--- config.mk ---
export PLATFORM = sky130hd
export DESIGN_NAME = anptx_top
export DESIGN_NICKNAME = d
export VERILOG_FILES = /design/src/verilog/anptx_pkg.sv /design/src/verilog/anptx_top.sv /design/src/verilog/anptx_wb_slave.sv /design/src/verilog/anptx_sync_bit.sv
export SDC_FILE = /design/constraint.sdc
export NUM_CORES = 1
export LEC_CHECK = 0
export BUFFER_PORTS_ARGS = -buffer_cell sky130_fd_sc_hd__clkbuf_2
export CORE_ASPECT_RATIO = 0.5
export CORE_MARGIN = 2
export CORE_UTILIZATION = 26
export DETAILED_ROUTE_END_ITERATION = 16
export PLACE_DENSITY_LB_ADDON = 0.12
export SETUP_SLACK_MARGIN = 0.05
export SYNTH_ARGS = -nofsm -noshare
export SYNTH_HDL_FRONTEND = slang
export SYNTH_SLANG_ARGS = --single-unit
--- constraint.sdc ---
create_clock -name clk_i -period 3.07 [get_ports clk_i]
set_input_delay 0.307 -clock clk_i [delete_from_list [all_inputs] [get_ports clk_i]]
set_output_delay 0.307 -clock clk_i [all_outputs]
set_load 0.01 [all_outputs]
--- src/verilog/anptx_pkg.sv ---
package anptx_pkg;

  // Bus geometry
  localparam int unsigned ADR_W     = 8;
  localparam int unsigned DAT_W     = 32;
  localparam int unsigned SEL_W     = 4;
  localparam int unsigned IDX_W     = 6;

  // Register indices; byte address is four times the index
  localparam logic [5:0]  IDX_NEXT_PAGE = 6'h07;
  localparam logic [5:0]  IDX_STATUS    = 6'h08;

  // Next page word field positions
  localparam int unsigned BIT_MORE  = 15;
  localparam int unsigned BIT_RSVD  = 14;
  localparam int unsigned BIT_MSG   = 13;
  localparam int unsigned BIT_COMPLY = 12;
  localparam int unsigned BIT_SYNC  = 11;
  localparam int unsigned CODE_MSB  = 10;
  localparam int unsigned CODE_LSB  = 0;
  localparam int unsigned CODE_W    = 11;
  localparam int unsigned WORD_W    = 16;

  // Next page word reset values
  localparam logic        RST_MORE   = 1'h0;
  localparam logic        RST_MSG    = 1'h1;
  localparam logic        RST_COMPLY = 1'h0;
  localparam logic        RST_SYNC   = 1'h0;
  localparam logic [10:0] RST_CODE   = 11'h001;

  // Status register layout
  localparam int unsigned ST_PENDING = 0;
  localparam int unsigned ST_SYNC    = 1;
  localparam int unsigned ST_CNT_LSB = 8;
  localparam int unsigned CNT_W      = 8;
  localparam logic [7:0]  RST_CNT    = 8'h00;

  // Outgoing link code word layout
  typedef struct packed {
    logic        more_pages_request;
    logic        reserved;
    logic        message_page_flag;
    logic        comply_acknowledge;
    logic        alternating_sync_bit;
    logic [10:0] code;
  } anptx_word_t;

  // Committed register access from the bus slave
  typedef struct packed {
    logic        wr;
    logic [5:0]  idx;
    logic [3:0]  sel;
    logic [31:0] data;
  } anptx_acc_t;

endpackage

--- src/verilog/anptx_top.sv ---
// Summary of operation
// - Bit 15 requests more pages, read/write, resets to 0.
// - Bit 14 is reserved; writes dropped, always reads zero.
// - Bit 13 selects message page (1) or unformatted page, resets to 1.
// - Bit 12 says the device can comply with the message, resets to 0.
// - Bit 11 is read-only, inverse of toggle in last exchanged word, cleared to 0 by restart.
// - Bits 10:0 hold the read/write message or unformatted code.
// - Code resets to 000 0000 0001, a null page.
//
// Implementation choice: the Wishbone slave port.
module anptx_top (
  input  wire logic        clk_i,
  input  wire logic        rst_i,
  input  wire logic        ce_i,
  input  wire logic        wb_cyc_i,
  input  wire logic        wb_stb_i,
  input  wire logic        wb_we_i,
  input  wire logic [7:0]  wb_adr_i,
  input  wire logic [3:0]  wb_sel_i,
  input  wire logic [31:0] wb_dat_i,
  output logic      [31:0] wb_dat_o,
  output logic             wb_ack_o,
  input  wire logic        page_load_i,
  input  wire logic        page_sent_i,
  input  wire logic        an_restart_i,
  output logic      [15:0] page_word_o,
  output logic             page_valid_o
);

  anptx_pkg::anptx_acc_t  acc;
  anptx_pkg::anptx_word_t cur_word;
  logic [31:0]            rdata;
  logic                   sync_bit;

  // Software-held fields of the next page transmit register
  logic        more_pages_request;
  logic        message_page_flag;
  logic        comply_acknowledge;
  logic [10:0] code;
  logic        next_more;
  logic        next_msg;
  logic        next_comply;
  logic [10:0] next_code;

  // Transmit side state
  logic [15:0] next_word;
  logic        next_valid;
  logic [7:0]  exch_cnt;
  logic [7:0]  next_cnt;

  logic        wr_page;

  // Byte-lane merge of one register byte
  function automatic logic [7:0] lane_merge(input logic [7:0] old_v,
                                            input logic [7:0] new_v,
                                            input logic       en);
    lane_merge = en ? new_v : old_v;
  endfunction

  // Pack the status word
  function automatic logic [31:0] pack_status(input logic       pending,
                                              input logic       sbit,
                                              input logic [7:0] cnt);
    logic [31:0] s;
    s = 32'h0000_0000;
    s[anptx_pkg::ST_PENDING] = pending;
    s[anptx_pkg::ST_SYNC] = sbit;
    s[anptx_pkg::ST_CNT_LSB +: anptx_pkg::CNT_W] = cnt;
    pack_status = s;
  endfunction

  anptx_wb_slave u_bus (
    .clk_i    (clk_i),
    .rst_i    (rst_i),
    .ce_i     (ce_i),
    .wb_cyc_i (wb_cyc_i),
    .wb_stb_i (wb_stb_i),
    .wb_we_i  (wb_we_i),
    .wb_adr_i (wb_adr_i),
    .wb_sel_i (wb_sel_i),
    .wb_dat_i (wb_dat_i),
    .rdata_i  (rdata),
    .wb_dat_o (wb_dat_o),
    .wb_ack_o (wb_ack_o),
    .acc_o    (acc)
  );

  anptx_sync_bit u_sync (
    .clk_i       (clk_i),
    .rst_i       (rst_i),
    .ce_i        (ce_i),
    .restart_i   (an_restart_i),
    .exch_i      (page_sent_i),
    .sent_sync_i (page_word_o[anptx_pkg::BIT_SYNC]),
    .sync_o      (sync_bit)
  );

  // Current register image, reserved bit forced low
  always_comb begin
    cur_word.more_pages_request   = more_pages_request;
    cur_word.reserved             = 1'h0;
    cur_word.message_page_flag    = message_page_flag;
    cur_word.comply_acknowledge   = comply_acknowledge;
    cur_word.alternating_sync_bit = sync_bit;
    cur_word.code                 = code;
  end

  // Read mux; unmapped words read zero
  always_comb begin
    rdata = 32'h0000_0000;
    if (acc.idx == anptx_pkg::IDX_NEXT_PAGE) begin
      rdata[15:0] = cur_word;
    end else if (acc.idx == anptx_pkg::IDX_STATUS) begin
      rdata = pack_status(page_valid_o, sync_bit, exch_cnt);
    end
  end

  assign wr_page = acc.wr && (acc.idx == anptx_pkg::IDX_NEXT_PAGE);

  // Next values of the writable fields; bit 14 and bit 11 ignore writes
  always_comb begin
    logic [7:0] lo;
    logic [7:0] hi;
    lo = lane_merge(code[7:0], acc.data[7:0], wr_page && acc.sel[0]);
    hi = lane_merge({more_pages_request, 1'h0, message_page_flag, comply_acknowledge, 1'h0, code[10:8]},
                    acc.data[15:8], wr_page && acc.sel[1]);
    next_more   = hi[anptx_pkg::BIT_MORE - 8];
    next_msg    = hi[anptx_pkg::BIT_MSG - 8];
    next_comply = hi[anptx_pkg::BIT_COMPLY - 8];
    next_code   = {hi[2:0], lo};
  end

  always_ff @(posedge clk_i) begin
    if (rst_i) begin
      more_pages_request <= anptx_pkg::RST_MORE;
      message_page_flag  <= anptx_pkg::RST_MSG;
      comply_acknowledge <= anptx_pkg::RST_COMPLY;
      code               <= anptx_pkg::RST_CODE;
    end else if (ce_i) begin
      more_pages_request <= next_more;
      message_page_flag  <= next_msg;
      comply_acknowledge <= next_comply;
      code               <= next_code;
    end
  end

  // Outgoing word: snapshot on load, pending until sent or restart; load beats both
  always_comb begin
    next_word  = page_word_o;
    next_valid = page_valid_o;
    next_cnt   = exch_cnt;
    if (page_sent_i) begin
      next_valid = 1'h0;
      next_cnt   = exch_cnt + 8'h01;
    end
    if (an_restart_i) begin
      next_valid = 1'h0;
    end
    if (page_load_i) begin
      next_word  = cur_word;
      next_valid = 1'h1;
    end
  end

  always_ff @(posedge clk_i) begin
    if (rst_i) begin
      page_word_o  <= {anptx_pkg::RST_MORE, 1'h0, anptx_pkg::RST_MSG, anptx_pkg::RST_COMPLY,
                       anptx_pkg::RST_SYNC, anptx_pkg::RST_CODE};
      page_valid_o <= 1'h0;
      exch_cnt     <= anptx_pkg::RST_CNT;
    end else if (ce_i) begin
      page_word_o  <= next_word;
      page_valid_o <= next_valid;
      exch_cnt     <= next_cnt;
    end
  end
endmodule

--- src/verilog/anptx_wb_slave.sv ---
module anptx_wb_slave (
  input  wire logic                    clk_i,
  input  wire logic                    rst_i,
  input  wire logic                    ce_i,
  input  wire logic                    wb_cyc_i,
  input  wire logic                    wb_stb_i,
  input  wire logic                    wb_we_i,
  input  wire logic [7:0]              wb_adr_i,
  input  wire logic [3:0]              wb_sel_i,
  input  wire logic [31:0]             wb_dat_i,
  input  wire logic [31:0]             rdata_i,
  output logic      [31:0]             wb_dat_o,
  output logic                         wb_ack_o,
  output anptx_pkg::anptx_acc_t        acc_o
);

  logic        next_ack;
  logic [31:0] next_dat;

  // Word index seen by the read mux and the write commit
  always_comb begin
    acc_o.wr   = wb_cyc_i && wb_stb_i && wb_we_i && wb_ack_o && ce_i;
    acc_o.idx  = wb_adr_i[7:2];
    acc_o.sel  = wb_sel_i;
    acc_o.data = wb_dat_i;
  end

  // Ack one cycle after request, dropped the cycle after
  always_comb begin
    next_ack = wb_cyc_i && wb_stb_i && !wb_ack_o;
    next_dat = next_ack ? rdata_i : wb_dat_o;
  end

  always_ff @(posedge clk_i) begin
    if (rst_i) begin
      wb_ack_o <= 1'h0;
      wb_dat_o <= 32'h0000_0000;
    end else if (ce_i) begin
      wb_ack_o <= next_ack;
      wb_dat_o <= next_dat;
    end
  end
endmodule

--- src/verilog/anptx_sync_bit.sv ---
module anptx_sync_bit (
  input  wire logic clk_i,
  input  wire logic rst_i,
  input  wire logic ce_i,
  input  wire logic restart_i,
  input  wire logic exch_i,
  input  wire logic sent_sync_i,
  output logic      sync_o
);

  logic next_sync;

  // Next value is zero on restart, else on an exchange the inverse of the bit just exchanged, else held
  always_comb begin
    next_sync = sync_o;
    if (restart_i) begin
      next_sync = anptx_pkg::RST_SYNC;
    end else if (exch_i) begin
      next_sync = !sent_sync_i;
    end
  end

  always_ff @(posedge clk_i) begin
    if (rst_i) begin
      sync_o <= anptx_pkg::RST_SYNC;
    end else if (ce_i) begin
      sync_o <= next_sync;
    end
  end
endmodule

==> flow_results.xml <==
<?xml version="1.0" encoding="UTF-8"?>
<metrics>
  <group name="status">
    <metric name="status" unit="">completed</metric>
  </group>
  <group name="sta">
    <metric name="final_cycle_utilization_of_the_critical_path" unit="">0.562</metric>
    <metric name="clock-skew-final" unit="ns">0.00585</metric>
    <metric name="timing.max_slew.rel_slack" unit="">0.375</metric>
    <metric name="grt_setup_unrepaired" unit="">no</metric>
    <metric name="period_minus_slack" unit="ns">1.72</metric>
    <metric name="fin_setup_tns" unit="ns">0</metric>
    <metric name="achievable-frequency" unit="GHz">0.580</metric>
    <metric name="worst_slew_pin_slew" unit="ns">0.936</metric>
    <metric name="slew_violations" unit="">0</metric>
    <metric name="hold_violations" unit="">0</metric>
    <metric name="finalSetupViolations" unit="">0</metric>
  </group>
  <group name="synthesis">
    <metric name="syn_inst" unit="">291</metric>
    <metric name="avgSynthCellArea" unit="um2">8.58</metric>
    <metric name="synth_area_leader_cell" unit="">dfxtp_1</metric>
    <metric name="synth_area_in_simple_gates" unit="">0.290</metric>
    <metric name="yosys.area_share.adder" unit="">0.00501</metric>
    <metric name="largest_family_of_logic_cells_by_synthesized_area" unit="">simple AND/OR/NAND/NOR gates</metric>
    <metric name="ys_warn_count" unit="">0</metric>
    <metric name="synth_cell_types" unit="">31</metric>
    <metric name="synth_xor_area_frac" unit="">0.00701</metric>
    <metric name="synth-seq-area-share" unit="">0.449</metric>
    <metric name="synth_cell_area" unit="um2">2500</metric>
    <metric name="synth_compound_area_frac" unit="">0.105</metric>
    <metric name="muxShareOfSynthArea" unit="">0.0561</metric>
    <metric name="synth_largest_type_area_fraction" unit="">0.449</metric>
    <metric name="ys_top_cells_by_area" unit="">dfxtp_1, nand2b_1, nand2_1</metric>
    <metric name="ys_ff_latch" unit="">56</metric>
  </group>
  <group name="clock_tree">
    <metric name="buffer_count_from_post_cts_setup_fixing" unit="">0</metric>
    <metric name="clockRootBuffer" unit="">clkbuf_16</metric>
    <metric name="tritoncts_num_sinks" unit="">56</metric>
    <metric name="clock_insertion_delay_worst_skew" unit="ns">0.30</metric>
    <metric name="cts_repair_resize_count" unit="">0</metric>
    <metric name="clk_pin_slew_worst_paths" unit="ns">0.07</metric>
    <metric name="cts.htree.levels" unit="">2</metric>
    <metric name="numCtsBuffers" unit="">5</metric>
    <metric name="tritoncts" unit="">yes</metric>
    <metric name="cts-hold-fix-buffers" unit="">0</metric>
    <metric name="cts.path.max_buffers" unit="">2</metric>
  </group>
  <group name="critical_path">
    <metric name="worstPathMaxFanout" unit="">25</metric>
    <metric name="data_arrival_time_of_the_critical_path" unit="ns">1.92</metric>
    <metric name="critical_path_required" unit="ns">3.27</metric>
    <metric name="timing.critical_path.from_type" unit="">flip-flop</metric>
    <metric name="cp-end-kind" unit="">flip-flop</metric>
    <metric name="worst-setup-path-type" unit="">flip-flop to flip-flop</metric>
  </group>
  <group name="placement">
    <metric name="io_buffers" unit="">63</metric>
    <metric name="post_place_instance_area" unit="um2">2830</metric>
    <metric name="placed_cells_incl_taps" unit="">457</metric>
    <metric name="global_placer_s_final_weighted_congestion" unit="">0.766</metric>
    <metric name="hpwl" unit="um">4690</metric>
  </group>
  <group name="floorplan">
    <metric name="top_level_ports" unit="">103</metric>
    <metric name="placeableCoreArea" unit="um2">9380</metric>
    <metric name="die-height" unit="um">73.3</metric>
    <metric name="design.die.area" unit="um2">10500</metric>
    <metric name="floorplan.initialDensity" unit="">0.266</metric>
    <metric name="die_width" unit="um">143</metric>
    <metric name="rows" unit="">25</metric>
  </group>
  <group name="layout">
    <metric name="layout.core_utilization" unit="">0.320</metric>
    <metric name="nFillCells" unit="">1010</metric>
    <metric name="share_of_post_route_cells_with_drive_strength_above_1" unit="">0.224</metric>
    <metric name="finalNetCount" unit="">397</metric>
    <metric name="ant_diodes" unit="">0</metric>
    <metric name="area_growth_syn_to_layout" unit="%">20.2</metric>
    <metric name="summed_area_of_non_filler_cells_in_the_final_layout" unit="um2">3000</metric>
    <metric name="final_cells" unit="">465</metric>
  </group>
  <group name="grt">
    <metric name="grt_first_pass_wirelength" unit="um">10000</metric>
    <metric name="grt_pass1_vias" unit="">1968</metric>
    <metric name="grt-ovfl-total" unit="">0</metric>
    <metric name="grt_antenna_before_repair" unit="">0</metric>
    <metric name="grt_start_max_net_pins" unit="">48</metric>
    <metric name="grt_use_total" unit="">0.126</metric>
  </group>
  <group name="detailed_routing">
    <metric name="via_per_inst" unit="">4.62</metric>
    <metric name="drtPass1Iterations" unit="">4</metric>
    <metric name="routed_antenna_nets" unit="">0</metric>
    <metric name="via_count" unit="">2148</metric>
    <metric name="wl_per_cell" unit="um">13.8</metric>
    <metric name="drc_errors" unit="">0</metric>
    <metric name="routed_wl" unit="um">6430</metric>
    <metric name="drtIter0Drc" unit="">147</metric>
  </group>
  <group name="pwr">
    <metric name="pwr_density_cell" unit="nW/um2">507</metric>
    <metric name="irDropWorstVdd" unit="mV">0.224</metric>
    <metric name="power.leakage" unit="nW">1.12</metric>
  </group>
  <group name="hold_path">
    <metric name="path_category_of_the_worst_min_delay_check" unit="">input pin to flip-flop</metric>
  </group>
  <group name="run">
    <metric name="drv_cap" unit="">0</metric>
  </group>
</metrics>
-- cell usage after synthesis --
library cell,count
dfxtp_1,56
nand2_1,41
a21oi_1,28
nand3_1,26
nand2b_1,25
nor2_1,19
buf_4,18
mux2i_1,14
clkbuf_1,11
a311oi_1,9
nand4_1,8
buf_2,4
o21ai_0,4
buf_1,3
or3_1,3
and4b_1,2
inv_1,2
nand3b_1,2
nor4_4,2
o31ai_1,2
or4_1,2
a32oi_1,1
and2_1,1
conb_1,1
ha_1,1
nand4b_1,1
nand4b_2,1
nor4b_2,1
or2_1,1
xnor2_1,1
xor2_1,1
-- flip-flops by register name, indices dropped and copies added (netlist names) --
| register | cells |
|---|---|
| code | 11 |
| page_valid_o | 1 |
| exch_cnt | 8 |
| more_pages_request | 1 |
| message_page_flag | 1 |
| u_bus.wb_ack_o | 1 |
| u_sync.sync_o | 1 |
| u_bus.wb_dat_o | 16 |
| comply_acknowledge | 1 |
| page_word_o | 15 |
-- stage by stage --
stage	setup WS (ns)	power (mW)	hold slack, ns
2_1_floorplan	1.60	0.848	0.446
3_3_place_gp	1.23	0.879	0.444
3_5_place_dp	1.18	0.881	0.451
4_1_cts	1.32	1.55	0.240
5_1_grt	1.16	1.59	0.243
6_report	1.35	1.52	0.245
-- cell type report --
class / count / area (um2) / area share
Clock buffer: 5 / 125 / 0.0417
Clock inverter: 3 / 46.3 / 0.0154
Inverter: 2 / 7.51 / 0.00250
Multi-Input combinational cell: 213 / 1220 / 0.407
Sequential cell: 56 / 1120 / 0.373
Tap cell: 121 / 151 / 0.0504
Timing Repair Buffer: 65 / 330 / 0.110
-- per-layer routing --
| metal | routed length (um) | track usage | vias to the layer above |
|---|---|---|---|
| met4 | 71 | 0.0363 | 0 |
| met3 | 267 | 0.0332 | 8 |
| li1 | - | - | 1084 |
| met2 | 2930 | 0.193 | 47 |
| met1 | 3160 | 0.175 | 1009 |
| met5 | 0 | 0 | - |
-- worst paths after layout --
check | start | to | slack, ns | cells after the start
setup / recovery | u_bus.wb_ack_o$_SDFFE_PP0P_ | u_bus.wb_dat_o[11]$_SDFFE_PP0P_ | 1.35 | 3
hold / removal | wb_dat_i[9] | code[9]$_SDFFE_PP0P_ | 0.25 | 3
hold reg to reg | u_bus.wb_dat_o[2]$_SDFFE_PP0P_ | u_bus.wb_dat_o[2]$_SDFFE_PP0P_ | 0.46 | 2
setup reg to reg | u_bus.wb_ack_o$_SDFFE_PP0P_ | u_bus.wb_dat_o[11]$_SDFFE_PP0P_ | 1.35 | 3
-- cell families (layout without fill, tap and decap cells) --
group / count (synthesis) / in the layout
other cells: 1 / 17
fa+ha+maj: 1 / 1
flops: 56 / 56
compound gates: 44 / 44
simple gates: 135 / 135
xor+xnor: 2 / 2
buf+inv: 38 / 75
mux: 14 / 14
-- critical path, stage by stage, from the launching register on --
cell      delay (ns)
dfxtp_1         0.37
and4b_1         0.85
nor2_1          0.11
a311oi_1        0.29
-- cells in the final DEF, fill, tap and decap left out, drive strengths merged --
master,instances
clkbuf,68
dfxtp,56
nand2,41
a21oi,28
nand3,26
nand2b,25
nor2,19
conb,17
mux2i,14
a311oi,9
nand4,8
o21ai,4
or3,3
inv,3
nor4,2
and4b,2
o31ai,2
or4,2
nand3b,2
buf,2
nand4b,2
or2,1
nor4b,1
a32oi,1
and2,1
xnor2,1
xor2,1
ha,1
bufinv,1
clkinvlp,1
-- where the power goes --
part	total, mW	switching, mW	internal (mW)
registers	0.745	0.00847	0.737
clock network	0.660	0.272	0.388
logic	0.117	0.0758	0.0414
(Power assumes the default switching activity.)
